### config.mk
export PLATFORM = sky130hd
export DESIGN_NAME = dual_issue_hazard_control
export DESIGN_NICKNAME = d
export VERILOG_FILES = /design/src/issue_pkg.sv /design/src/clock_ratio_gen.sv /design/src/dual_issue_hazard_control.sv /design/src/pair_check.sv
export SDC_FILE = /design/constraint.sdc
export NUM_CORES = 1
export LEC_CHECK = 0
export BUFFER_PORTS_ARGS = -buffer_cell sky130_fd_sc_hd__buf_2
export CAP_MARGIN = 25
export CORE_MARGIN = 2
export CORE_UTILIZATION = 45
export CTS_CLUSTER_DIAMETER = 30
export CTS_CLUSTER_SIZE = 25
export DETAILED_ROUTE_END_ITERATION = 6
export PLACE_DENSITY = 0.74
export SLEW_MARGIN = 25
export SYNTH_ARGS = -nofsm -noshare
export SYNTH_HDL_FRONTEND = slang
export SYNTH_SLANG_ARGS = --single-unit
### constraint.sdc
create_clock -name ref_clk -period 1.81 [get_ports ref_clk]
set_input_delay 0.0905 -clock ref_clk [delete_from_list [all_inputs] [get_ports ref_clk]]
set_output_delay 0.0905 -clock ref_clk [all_outputs]
set_load 0.005 [all_outputs]
### src/issue_pkg.sv
// Package with instruction groups, operation kinds and latency constants for the issue control
package issue_pkg;

  typedef enum logic [2:0] {
    move_test_group,
    integer_alu_group,
    jump_class_group,
    memory_access_group,
    float_unit_group,
    serial_only_group
  } group_type;

  typedef enum logic [4:0] {
    op_other,
    op_int_add,
    op_unconditional_jump,
    op_load,
    op_store,
    op_float_store,
    op_dynamic_arith_shift,
    op_dynamic_logic_shift,
    op_float_divide,
    op_float_square_root,
    op_vector_matrix_transform,
    op_inner_product,
    op_float_add,
    op_float_subtract,
    op_float_multiply,
    op_float_move,
    op_load_float_zero,
    op_load_float_one,
    op_float_absolute,
    op_float_negate,
    op_float_from_comm
  } op_type;

  localparam int LAT_W = 4;
  localparam int REG_W = 5;
  localparam int RATIO_W = 4;

  localparam logic [LAT_W-1:0] WAW_DIV_ADJ = 4'h1;
  localparam logic [LAT_W-1:0] WAW_FE_ADJ = 4'h2;
  localparam logic [LAT_W-1:0] WAR_TRANSFORM_STALL = 4'h5;
  localparam logic [LAT_W-1:0] WAR_DOUBLE_STALL = 4'h2;
  localparam logic [LAT_W-1:0] STORE_LAT_CUT = 4'h1;
  localparam logic [LAT_W-1:0] SHIFT_LAT_ADD = 4'h1;
  localparam logic [LAT_W-1:0] DOUBLE_MIN_LAT = 4'h2;

  localparam logic [RATIO_W-1:0] BUS_RATIO_RESET = 4'h2;
  localparam logic [RATIO_W-1:0] PERIPH_RATIO_RESET = 4'h4;

endpackage : issue_pkg

### src/clock_ratio_gen.sv
// Divider producing bus and peripheral rate enables from the core clock
module clock_ratio_gen #(
  parameter int RW = 4
) (
  // Clock and reset
  input wire logic ref_clk,
  input wire logic rst_n,
  // Ratios from the clock ratio register
  input wire logic [RW-1:0] bus_ratio,
  input wire logic [RW-1:0] periph_ratio,
  // Rate enables
  output logic bus_clock_en,
  output logic periph_clock_en
);
  logic [RW-1:0] bus_cnt_q, bus_cnt_d;
  logic [RW-1:0] per_cnt_q, per_cnt_d;
  logic bus_en_q, bus_en_d, per_en_q, per_en_d;

  // A ratio of zero is treated like one, so the enable never dies
  always_comb begin
    bus_en_d = 1'b0;
    per_en_d = 1'b0;
    bus_cnt_d = bus_cnt_q + {{(RW-1){1'b0}}, 1'b1};
    per_cnt_d = per_cnt_q + {{(RW-1){1'b0}}, 1'b1};
    if (bus_cnt_d >= bus_ratio) begin
      bus_cnt_d = '0;
      bus_en_d = 1'b1;
    end
    if (per_cnt_d >= periph_ratio) begin
      per_cnt_d = '0;
      per_en_d = 1'b1;
    end
  end

  always_ff @(posedge ref_clk or negedge rst_n) begin
    if (!rst_n) begin
      bus_cnt_q <= '0;
      per_cnt_q <= '0;
      bus_en_q <= 1'b0;
      per_en_q <= 1'b0;
    end else begin
      bus_cnt_q <= bus_cnt_d;
      per_cnt_q <= per_cnt_d;
      bus_en_q <= bus_en_d;
      per_en_q <= per_en_d;
    end
  end

  assign bus_clock_en = bus_en_q;
  assign periph_clock_en = per_en_q;

endmodule : clock_ratio_gen

### src/dual_issue_hazard_control.sv
// Dual-issue pairing and hazard stall control for the core pipeline
module dual_issue_hazard_control #(
  parameter int LW = issue_pkg::LAT_W,
  parameter int RW = issue_pkg::REG_W
) (
  // Clock and reset
  input wire logic ref_clk,
  input wire logic rst_n,
  // Fetched pair and clock ratio write
  input wire logic fetch_valid,
  input wire issue_pkg::group_type first_group,
  input wire issue_pkg::op_type first_op,
  input wire logic first_double,
  input wire logic [LW-1:0] first_latency,
  input wire logic [LW-1:0] first_wb_latency,
  input wire logic [LW-1:0] first_issue_rate,
  input wire logic first_writes,
  input wire logic [RW-1:0] first_dest,
  input wire logic first_dest_fsc,
  input wire logic [RW-1:0] first_src_a,
  input wire logic [RW-1:0] first_src_b,
  input wire logic [LW-1:0] first_lock_time,
  input wire issue_pkg::group_type second_group,
  input wire issue_pkg::op_type second_op,
  input wire logic second_double,
  input wire logic second_writes,
  input wire logic [RW-1:0] second_dest,
  input wire logic second_dest_fsc,
  input wire logic second_reads_a,
  input wire logic second_reads_b,
  input wire logic [RW-1:0] second_src_a,
  input wire logic [RW-1:0] second_src_b,
  input wire logic second_needs_lock,
  input wire logic [issue_pkg::RATIO_W-1:0] ratio_bus_in,
  input wire logic [issue_pkg::RATIO_W-1:0] ratio_periph_in,
  input wire logic ratio_write,
  // Issue results and rate enables
  output logic fetch_ready,
  output logic issue_first,
  output logic issue_second,
  output logic issue_paired,
  output logic stall_busy,
  output logic [LW-1:0] stall_cycles,
  output logic bus_clock_en,
  output logic periph_clock_en
);
  import issue_pkg::*;

  typedef enum logic [1:0] {
    st_idle,
    st_wait,
    st_second
  } state_type;

  state_type state_q, state_d;
  logic [LW-1:0] wait_q, wait_d;
  logic [LW-1:0] lock_q, lock_d;
  logic [LW-1:0] stall_q, stall_d;
  logic iss1_q, iss1_d, iss2_q, iss2_d, pair_q, pair_d;
  logic [RATIO_W-1:0] bus_ratio_q, bus_ratio_d, per_ratio_q, per_ratio_d;
  logic can_pair;
  logic raw_hit, waw_hit, war_hit;
  logic [LW-1:0] flow_lat, raw_stall, waw_stall, war_stall, hazard;
  logic first_is_fp, second_dbl_kind, war_prod, war_cons;

  pair_check u_pair (
    .first_group(first_group),
    .second_group(second_group),
    .can_pair(can_pair)
  );

  clock_ratio_gen #(.RW(RATIO_W)) u_ratio (
    .ref_clk(ref_clk),
    .rst_n(rst_n),
    .bus_ratio(bus_ratio_q),
    .periph_ratio(per_ratio_q),
    .bus_clock_en(bus_clock_en),
    .periph_clock_en(periph_clock_en)
  );

  // Hazard evaluation between the two fetched instructions
  always_comb begin
    first_is_fp = (first_group == float_unit_group);
    second_dbl_kind = second_double || second_op == op_inner_product ||
                      second_op == op_vector_matrix_transform;
    raw_hit = first_writes &&
              ((second_reads_a && second_src_a == first_dest) ||
               (second_reads_b && second_src_b == first_dest));
    flow_lat = first_latency;
    if (first_is_fp && second_op == op_float_store && flow_lat != '0) begin
      flow_lat = flow_lat - STORE_LAT_CUT;
    end
    if (first_op == op_load && second_src_a == first_dest &&
        (second_op == op_dynamic_arith_shift || second_op == op_dynamic_logic_shift)) begin
      flow_lat = flow_lat + SHIFT_LAT_ADD;
    end
    if (second_dbl_kind && flow_lat < DOUBLE_MIN_LAT) begin
      flow_lat = DOUBLE_MIN_LAT;
    end
    raw_stall = raw_hit ? flow_lat : '0;
    // Status register updates by both instructions never count as a shared destination
    waw_hit = first_is_fp && second_group == memory_access_group &&
              first_writes && second_writes && first_dest == second_dest &&
              !(first_dest_fsc && second_dest_fsc);
    waw_stall = '0;
    if (waw_hit) begin
      if (first_op == op_float_divide || first_op == op_float_square_root) begin
        waw_stall = (first_wb_latency > WAW_DIV_ADJ) ? first_wb_latency - WAW_DIV_ADJ : '0;
      end else begin
        waw_stall = (first_wb_latency > WAW_FE_ADJ) ? first_wb_latency - WAW_FE_ADJ : '0;
      end
    end
    war_prod = first_op == op_vector_matrix_transform ||
               (first_double && (first_op == op_float_add || first_op == op_float_subtract ||
                                 first_op == op_float_multiply));
    war_cons = second_op == op_float_move || second_op == op_load_float_zero ||
               second_op == op_load_float_one || second_op == op_float_absolute ||
               second_op == op_float_negate || second_op == op_float_from_comm;
    war_hit = war_prod && war_cons && second_writes &&
              (second_dest == first_src_a || second_dest == first_src_b);
    war_stall = '0;
    if (war_hit) begin
      war_stall = (first_op == op_vector_matrix_transform) ? WAR_TRANSFORM_STALL :
                  WAR_DOUBLE_STALL;
    end
    hazard = raw_stall;
    if (waw_stall > hazard) begin
      hazard = waw_stall;
    end
    if (war_stall > hazard) begin
      hazard = war_stall;
    end
  end

  // Issue sequencing; a pair with a nonzero hazard stall never issues together, keeping stages apart
  always_comb begin
    state_d = state_q;
    wait_d = (wait_q != '0) ? wait_q - 1'b1 : '0;
    lock_d = (lock_q != '0) ? lock_q - 1'b1 : '0;
    stall_d = stall_q;
    iss1_d = 1'b0;
    iss2_d = 1'b0;
    pair_d = 1'b0;
    bus_ratio_d = ratio_write ? ratio_bus_in : bus_ratio_q;
    per_ratio_d = ratio_write ? ratio_periph_in : per_ratio_q;
    case (state_q)
      st_idle: begin
        if (fetch_valid && wait_q == '0) begin
          iss1_d = 1'b1;
          lock_d = first_lock_time;
          if (can_pair && hazard == '0 && !second_needs_lock) begin
            iss2_d = 1'b1;
            pair_d = 1'b1;
            wait_d = first_issue_rate;
            stall_d = '0;
          end else begin
            wait_d = (hazard > first_issue_rate) ? hazard : first_issue_rate;
            stall_d = hazard;
            state_d = st_second;
          end
        end
      end
      st_second: begin
        // Second waits out issue rate, hazard and, when second_needs_lock is set, the held block lock
        if (wait_q <= 1 && (!second_needs_lock || lock_q <= 1)) begin
          iss2_d = 1'b1;
          stall_d = '0;
          state_d = st_idle;
        end
      end
      default: begin
        state_d = st_idle;
      end
    endcase
  end

  always_ff @(posedge ref_clk or negedge rst_n) begin
    if (!rst_n) begin
      state_q <= st_idle;
      wait_q <= '0;
      lock_q <= '0;
      stall_q <= '0;
      iss1_q <= 1'b0;
      iss2_q <= 1'b0;
      pair_q <= 1'b0;
      bus_ratio_q <= BUS_RATIO_RESET;
      per_ratio_q <= PERIPH_RATIO_RESET;
    end else begin
      state_q <= state_d;
      wait_q <= wait_d;
      lock_q <= lock_d;
      stall_q <= stall_d;
      iss1_q <= iss1_d;
      iss2_q <= iss2_d;
      pair_q <= pair_d;
      bus_ratio_q <= bus_ratio_d;
      per_ratio_q <= per_ratio_d;
    end
  end

  // Status flags registered so that every output leaves a flip-flop
  logic ready_q;
  logic busy_q;
  always_ff @(posedge ref_clk or negedge rst_n) begin
    if (!rst_n) begin
      ready_q <= 1'b0;
      busy_q <= 1'b0;
    end else begin
      ready_q <= (state_d == st_idle) && (wait_d == '0);
      busy_q <= (state_d == st_second);
    end
  end

  assign fetch_ready = ready_q;
  assign issue_first = iss1_q;
  assign issue_second = iss2_q;
  assign issue_paired = pair_q;
  assign stall_busy = busy_q;
  assign stall_cycles = stall_q;

  // The group enum holds exactly six legal codes
  chk_group_legal: assert property (@(posedge ref_clk) disable iff (!rst_n)
    fetch_valid |-> first_group <= serial_only_group)
    else $error("first group code out of range");

  chk_serial_alone: assert property (@(posedge ref_clk) disable iff (!rst_n)
    (fetch_valid && state_q == st_idle && wait_q == '0 &&
     (first_group == serial_only_group || second_group == serial_only_group))
    |=> !issue_paired)
    else $error("serial only instruction was paired");

  chk_same_group: assert property (@(posedge ref_clk) disable iff (!rst_n)
    (fetch_valid && state_q == st_idle && wait_q == '0 && first_group == second_group &&
     first_group != move_test_group) |=> !issue_paired)
    else $error("same group pair issued together");

  chk_add_jump: assert property (@(posedge ref_clk) disable iff (!rst_n)
    (fetch_valid && state_q == st_idle && wait_q == '0 && first_group == integer_alu_group &&
     second_group == jump_class_group && hazard == '0 && !second_needs_lock)
    |=> issue_paired)
    else $error("add and jump not paired");

  chk_pair_both: assert property (@(posedge ref_clk) disable iff (!rst_n)
    issue_paired |-> issue_first && issue_second)
    else $error("pair flag without both issues");

  chk_raw_stall: assert property (@(posedge ref_clk) disable iff (!rst_n)
    (fetch_valid && state_q == st_idle && wait_q == '0 && raw_hit && flow_lat > 4'h1 &&
     first_issue_rate <= flow_lat && !second_needs_lock)
    |=> issue_first && !issue_second ##1 !issue_second)
    else $error("dependent second issued early");

  chk_war_five: assert property (@(posedge ref_clk) disable iff (!rst_n)
    (state_q == st_idle && fetch_valid && wait_q == '0 && war_hit && !raw_hit &&
     !waw_hit && first_op == op_vector_matrix_transform) |=> stall_cycles == 4'h5)
    else $error("transform anti-flow stall not five");

  chk_fsc_free: assert property (@(posedge ref_clk) disable iff (!rst_n)
    (first_dest_fsc && second_dest_fsc) |-> !waw_hit)
    else $error("status register caused output stall");

  chk_in_order: assert property (@(posedge ref_clk) disable iff (!rst_n)
    (issue_first && !issue_second) |-> ##[1:40] issue_second)
    else $error("second instruction never issued");

  cov_paired: cover property (@(posedge ref_clk) disable iff (!rst_n) issue_paired);
  cov_split: cover property (@(posedge ref_clk) disable iff (!rst_n)
    issue_first && !issue_second);
  cov_waw: cover property (@(posedge ref_clk) disable iff (!rst_n) waw_hit && fetch_valid);
  cov_lock: cover property (@(posedge ref_clk) disable iff (!rst_n)
    stall_busy && second_needs_lock && lock_q != '0);

endmodule : dual_issue_hazard_control

### src/pair_check.sv
// Pairing decision for two fetched instructions by functional group
module pair_check (
  // Candidate groups
  input wire issue_pkg::group_type first_group,
  input wire issue_pkg::group_type second_group,
  // Decision
  output logic can_pair
);
  import issue_pkg::*;

  always_comb begin
    can_pair = 1'b1;
    if (first_group == serial_only_group || second_group == serial_only_group) begin
      can_pair = 1'b0;
    end else if (first_group == second_group && first_group != move_test_group) begin
      can_pair = 1'b0;
    end
    // Add with jump falls into the differing-group case
  end

endmodule : pair_check

### Word-level counts from Yosys, hierarchy flattened

Cells that the tools add are included.

* add/sub/neg operators: 8
* order comparisons: 10
* equality and inequality tests: 32
* mux-type cells: 41
* reduce and logical (&&, ||, !) cells: 53

Operators with widths (count)
* two-way mux 4 bit: 23
* == test 5 x 4 -> 1 bit (second input constant): 9
* == test 5 bit: 5
* == test 5 bit (second input constant): 5
* logical AND 1 bit: 24
* logical OR 1 bit: 16
* subtractor 4 x 1 -> 4 bit (second input constant): 4
* == test 5 x 3 -> 1 bit (second input constant): 3
* adder 4 x 1 -> 4 bit (second input constant): 3
* greater-than comparator 4 bit: 3
* zero test 4 bit: 3
* nonzero test 4 bit: 3
* two-way mux 1 bit: 10
* == test 3 bit (second input constant): 3
* >= comparator 4 bit: 2
* <= comparator 4 x 1 -> 1 bit (second input constant): 2
* one-hot mux 4 bit (2 select lines): 1
* two-way mux 2 bit: 3
* two-way mux 3 bit: 2
* == test 5 x 2 -> 1 bit (second input constant): 1
* == test 2 bit (second input constant): 2
* greater-than comparator 4 x 1 -> 1 bit (second input constant): 1
* greater-than comparator 4 x 2 -> 1 bit (second input constant): 1
* zero test 2 bit: 2
* 11 further kinds: 13

* register bits: 37
* input port bits: 83
* word-level logic and storage cells: 159

### Depth between registers and ports, before layout

* word-level depth: 22
* mapped depth: 39
* gate-level depth less buffers: 39

### By module

From an unflattened synthesis, not the netlist that was laid out.

* cells, all modules: 370
* area, all modules: 3357.0 um2

By module, submodules not included
* dual_issue_hazard_control: times used 1, cells each 309, area each 2708.8 um2
* clock_ratio_gen: times used 1, cells each 50, area each 568.0 um2
* pair_check: times used 1, cells each 11, area each 80.1 um2

### Worst setup path before layout

Ideal clock, no wire load.

* kind: input-to-reg
* start: input first_latency[1]
* end: register ready_q, in the netlist fetch_ready
* library setup time: 80 ps
* data arrival time: 6198 ps
* required time: 1730 ps
* slack: -4468 ps
* stages: 38
* path buffers: 0
* cell sequence: inv_1 > ha_1 > inv_1 > o311ai_1 > mux2_2 > inv_1 > ha_1 > nor2_1 > o2bb2ai_1 > and3_1 > o21bai_1 > ha_1 > nor2b_1 > o21ai_0 > a32o_1 > nand3_1 > and4b_1 > nor2_1 > (+2 left out) > a21oi_1 > a31oi_1 > nand2_1 > or2_2 > o21ai_2 > a21boi_1 > inv_1 > ha_1 > nor2b_1 > o21ai_0 > nand2b_1 > a21oi_1 > a41o_1 > inv_1 > nand2_1 > o221ai_1 > a2111o_1 > nor3_2

* word-level cells in the longest chain between the ends: 21

RTL lines
* start: declaration: RTL line dual_issue_hazard_control.sv:14 `input wire logic [LW-1:0] first_latency,`
* parallel branches: the longest is 2 deep, another holds subtractor 4 x 1 -> 4 bit
* two-way mux 4 bit *: RTL line dual_issue_hazard_control.sv:90 `if (first_is_fp && second_op == op_float_store && flow_lat != '0) begin`
* adder 4 x 1 -> 4 bit: RTL line dual_issue_hazard_control.sv:95 `flow_lat = flow_lat + SHIFT_LAT_ADD;`
* two-way mux 4 bit *: RTL line dual_issue_hazard_control.sv:93 `if (first_op == op_load && second_src_a == first_dest &&`
* < comparator 4 x 2 -> 1 bit: RTL line dual_issue_hazard_control.sv:97 `if (second_dbl_kind && flow_lat < DOUBLE_MIN_LAT) begin`
* logical AND 1 bit: RTL line dual_issue_hazard_control.sv:97
* two-way mux 4 bit *: RTL line dual_issue_hazard_control.sv:97
* two-way mux 4 bit *: RTL line dual_issue_hazard_control.sv:100 `raw_stall = raw_hit ? flow_lat : '0;`
* greater-than comparator 4 bit: RTL line dual_issue_hazard_control.sv:127 `if (waw_stall > hazard) begin`
* two-way mux 4 bit *: RTL line dual_issue_hazard_control.sv:127
* greater-than comparator 4 bit: RTL line dual_issue_hazard_control.sv:130 `if (war_stall > hazard) begin`
* two-way mux 4 bit *: RTL line dual_issue_hazard_control.sv:130
* parallel branches: the longest is 7 deep, another holds greater-than comparator 4 bit
* logical AND 1 bit *: RTL line dual_issue_hazard_control.sv:209 `ready_q <= (state_d == st_idle) && (wait_d == '0);`
* end signal: assignment: RTL line dual_issue_hazard_control.sv:209
* end: declaration: RTL line dual_issue_hazard_control.sv:202 `logic ready_q;`

Mark *: on every way between the ends.
A chain may end at the register's enable or synchronous reset.

### Worst setup path in the final report

* start: input second_op[4]
* end: register ready_q, in the netlist fetch_ready

* word-level cells in the longest chain between the ends: 22

RTL lines
* start: declaration: RTL line dual_issue_hazard_control.sv:24 `input wire issue_pkg::op_type second_op,`
* == test 5 x 3 -> 1 bit: RTL line dual_issue_hazard_control.sv:90
* logical AND 1 bit (2 in a row): RTL line dual_issue_hazard_control.sv:90
* two-way mux 4 bit: RTL line dual_issue_hazard_control.sv:90
* adder 4 x 1 -> 4 bit: RTL line dual_issue_hazard_control.sv:95
* two-way mux 4 bit: RTL line dual_issue_hazard_control.sv:93
* < comparator 4 x 2 -> 1 bit: RTL line dual_issue_hazard_control.sv:97
* logical AND 1 bit: RTL line dual_issue_hazard_control.sv:97
* two-way mux 4 bit: RTL line dual_issue_hazard_control.sv:97
* two-way mux 4 bit: RTL line dual_issue_hazard_control.sv:100
* greater-than comparator 4 bit: RTL line dual_issue_hazard_control.sv:127
* two-way mux 4 bit: RTL line dual_issue_hazard_control.sv:127
* greater-than comparator 4 bit: RTL line dual_issue_hazard_control.sv:130
* two-way mux 4 bit *: RTL line dual_issue_hazard_control.sv:130
* parallel branches: the longest is 7 deep, another holds greater-than comparator 4 bit
* logical AND 1 bit *: RTL line dual_issue_hazard_control.sv:209

Marks and branches as above.

==> flow_summary.ini <==
[outcome]
run_status = complete, but fails checks
violations = negative hold slack, negative setup slack

[timing]
finalCriticalPeriod_ns = 6.22
fin_setup_tns_ns = -46.23
postLayoutSetupSlackWorst_ns = -4.41
period_share = 3.44
drv_slew = 0
hold_viol = 2
slew_headroom = 0.461
worst_pin_slew_ns = 0.808
finalSetupViolations = 13
fmax_mhz = 161
rsz0062_at_grt = true
timing.hold.ws_ns = -0.00235
fin_skew_ns = 0.00576

[worst_setup_path]
cp_common_cell = nand2_1
arrival_ns = 6.44
critPathTopFamily = compound AO/OA/AOI/OAI gates
path_buf_inv = 5
cp-startpoint = second_op[4]
startpoint_type = input pin
cp_max_fo = 4
criticalPathCategory = in -> reg
timing.rr.start = wait_q[2]
endpoint_kind = register
crit_path_max_incr_delay_ns = 0.41
slowest_stage = a2111o_1
required_ns = 2.03

[floorplanning]
fp.dieH_um = 87.7
num_io_pins = 94
dieArea_um2 = 7690
row_count = 30
start_util = 0.464
coreArea_um2 = 6790
die_w_um = 87.7

[cells_and_area]
final_cell_area_um2 = 5260
synthToLayoutAreaGrowth_pct = 66.6
fin_nets = 700
layout-drive-gt1-share = 0.515
antennaDiodeCount = 0

[logic_synthesis]
synth-seq-area-share = 0.294
synthArstFlopShare = 1.00
syn-num-nets = 472
synthTopCellsByArea = dfrtp_1, ha_1, xnor2_1
ys.warnings.count = 0
syn_inst = 361
synth_edf_count = 0
ys_types = 69
synth_top_area_frac = 0.278
netlist_area_um2 = 3150
ys_ff_latch = 37
yosysTopAreaCell = dfrtp_1
synth.avg_cell_area_um2 = 8.74
ys.flop_type = dfrtp_1

[clock_tree]
cts_inserted_buffers = 5
clk_latency_ns = 0.30
h-tree-depth = 2
cts_tree = yes
cts_root_buffer = clkbuf_8
clk_pin_slew_ns = 0.08
numClockSinks = 37
clk_path_buf_depth = 2

[global_routing]
grt_pass1_wl_mm = 15.0
grt_max_degree = 38
grt_pass1_vias = 3564
antenna_found_initial = 0
gr-total-overflow = 0
gr-usage-all-layers = 0.245

[power]
peakVddDrop_uv = 589
powerDensity_nw_per_um2 = 781
leakage_nw = 2.61

[routing]
drc = 0
detail-route-antenna-nets = 0
firstDrtPassIters = 5
drtIter0Drc = 208
avgViaCountPerCell = 5.34
wl_mm = 10.3
via_count = 3660
wl_per_cell_um = 15.0

[worst_hold_path]
min_path_type = in -> reg
hold_start = ratio_periph_in[3]

[flow_run]
drv_cap = 0

[placed_design]
routabilityCongestion = 0.918
io_buffer_count = 93
placed_cell_area_um2 = 4640
dp_hpwl_mm = 7.23
[logic make-up (layout without fill, tap and decap cells)]
| group | count (synthesis) | count (layout) | synth area share |
|---|---|---|---|
| buffers and inverters | 28 | 257 | 0.0333 |
| multiplexers | 7 | 7 | 0.0242 |
| XOR/XNOR | 35 | 35 | 0.0972 |
| AND/OR/NAND/NOR | 142 | 142 | 0.253 |
| other | 1 | 1 | 0.00119 |
| adder cells (fa/ha/maj) | 28 | 28 | 0.111 |
| flip-flops | 37 | 37 | 0.294 |
| AO/OA/AOI/OAI | 83 | 83 | 0.186 |
[worst min-delay path, cell delays in order]
cell	delay (ns)
buf_2	0.08
nand2_1	0.04
o21ai_0	0.06
[layout by cell type, fill, tap and decap left out, types with 4 or more instances in the layout]
master / Yosys / layout
buf_6: 0 / 12
nand2b_1: 12 / 10
o21ai_0: 23 / 15
a21oi_1: 13 / 9
inv_2: 0 / 4
buf_2: 0 / 90
o21ai_2: 2 / 7
xor2_1: 17 / 16
xnor2_1: 18 / 17
dfrtp_1: 35 / 35
nand4_1: 5 / 5
nor2b_1: 14 / 11
nor2_1: 27 / 24
nand2_1: 28 / 27
or3_1: 4 / 4
ha_1: 28 / 23
nand3_1: 14 / 11
inv_1: 24 / 18
clkbuf_8: 0 / 5
nor3_1: 10 / 7
buf_4: 0 / 122
[per-layer routing]
layer | up-vias | part of all wire | track usage
li1 | 1763 | - | -
met1 | 1739 | 0.41 | 0.288
met2 | 117 | 0.51 | 0.453
met3 | 41 | 0.043 | 0.0358
met4 | 0 | 0.030 | 0.0797
met5 | - | 0 | 0
[cell usage after synthesis, types with 2 or more instances]
cell type	instances
inv_1	24
nand2b_1	12
o21ai_0	23
xor2_1	17
mux2i_1	2
a211oi_1	2
nand2_1	28
o21bai_1	3
a21o_1	3
nor2b_1	14
and2_1	2
o21ai_2	2
nor2_1	27
nor3b_1	2
dfrtp_1	35
a31oi_1	4
mux2_2	5
o31ai_1	3
and3_1	2
ha_1	28
or2_2	3
dfstp_2	2
clkbuf_1	3
nand3b_1	2
or3_1	4
nor4_1	3
o211ai_1	2
nor4b_4	2
nand4_1	5
a211o_1	2
nand3_1	14
o2111ai_1	3
xnor2_1	18
a41o_1	2
a21oi_1	13
nor3_1	10
a32o_1	3
[timing repair]
action,4_1_cts,5_1_grt
endpoints found under the setup margin,13,22
setup buffers,11,15
endpoints found under the hold margin,35,0
pin swaps,24,31
gates resized for setup,17,55
hold buffers,1,0
[layout make-up]
class | instances | area (um2)
Timing Repair Buffer | 225 | 1510
Multi-Input combinational cell | 296 | 2460
Sequential cell | 37 | 928
Fill cell | 437 | 1540
Tap cell | 96 | 120
Clock inverter | 3 | 68.8
Clock buffer | 5 | 68.8
Inverter | 24 | 97.6
[per-stage QoR]
| step | utilization | std cells | total power, mW | worst slack [ns] | hold slack [ns] |
|---|---|---|---|---|---|
| after floorplan | - | 361 | 2.13 | -4.16 | -0.205 |
| after global placement | 0.683 | 656 | 2.74 | -4.30 | 0.213 |
| after detailed placement | 0.683 | 656 | 2.84 | -4.58 | 0.230 |
| after CTS | 0.724 | 674 | 3.77 | -4.13 | 0.000203 |
| after global routing | 0.773 | 686 | 4.37 | -4.65 | 0.0154 |
| final | 0.773 | 686 | 4.10 | -4.41 | -0.00235 |
[registers in the layout, summed over array words and instances, names as in the netlist]
register / cells
fetch_ready: 1
u_ratio.bus_cnt_q: 4
issue_second: 1
bus_ratio_q: 4
stall_cycles: 4
stall_busy: 1
u_ratio.per_cnt_q: 4
issue_first: 1
state_q: 2
wait_q: 4
u_ratio.bus_clock_en: 1
issue_paired: 1
u_ratio.periph_clock_en: 1
per_ratio_q: 4
lock_q: 4
[where the power goes]
part	switching, mW	leakage [nW]	internal [mW]
sequential	0.151	0.473	1.06
clock	0.327	0.0687	0.555
combinational	0.994	2.07	1.01
[final timing paths]
kind / end / slack, ns / cells past startpoint
worst max-delay path: fetch_ready / -4.41 / 36
worst min-delay path: per_ratio_q[3] / -0.002 / 3
worst max register to register: fetch_ready / -0.06 / 8
worst min register to register: stall_cycles[0] / 0.50 / 2
max in group asynchronous: fetch_ready / 0.88 / 2
min in group asynchronous: per_ratio_q[3] / 0.41 / 2
Note: power is estimated with default switching activity, not from simulation.
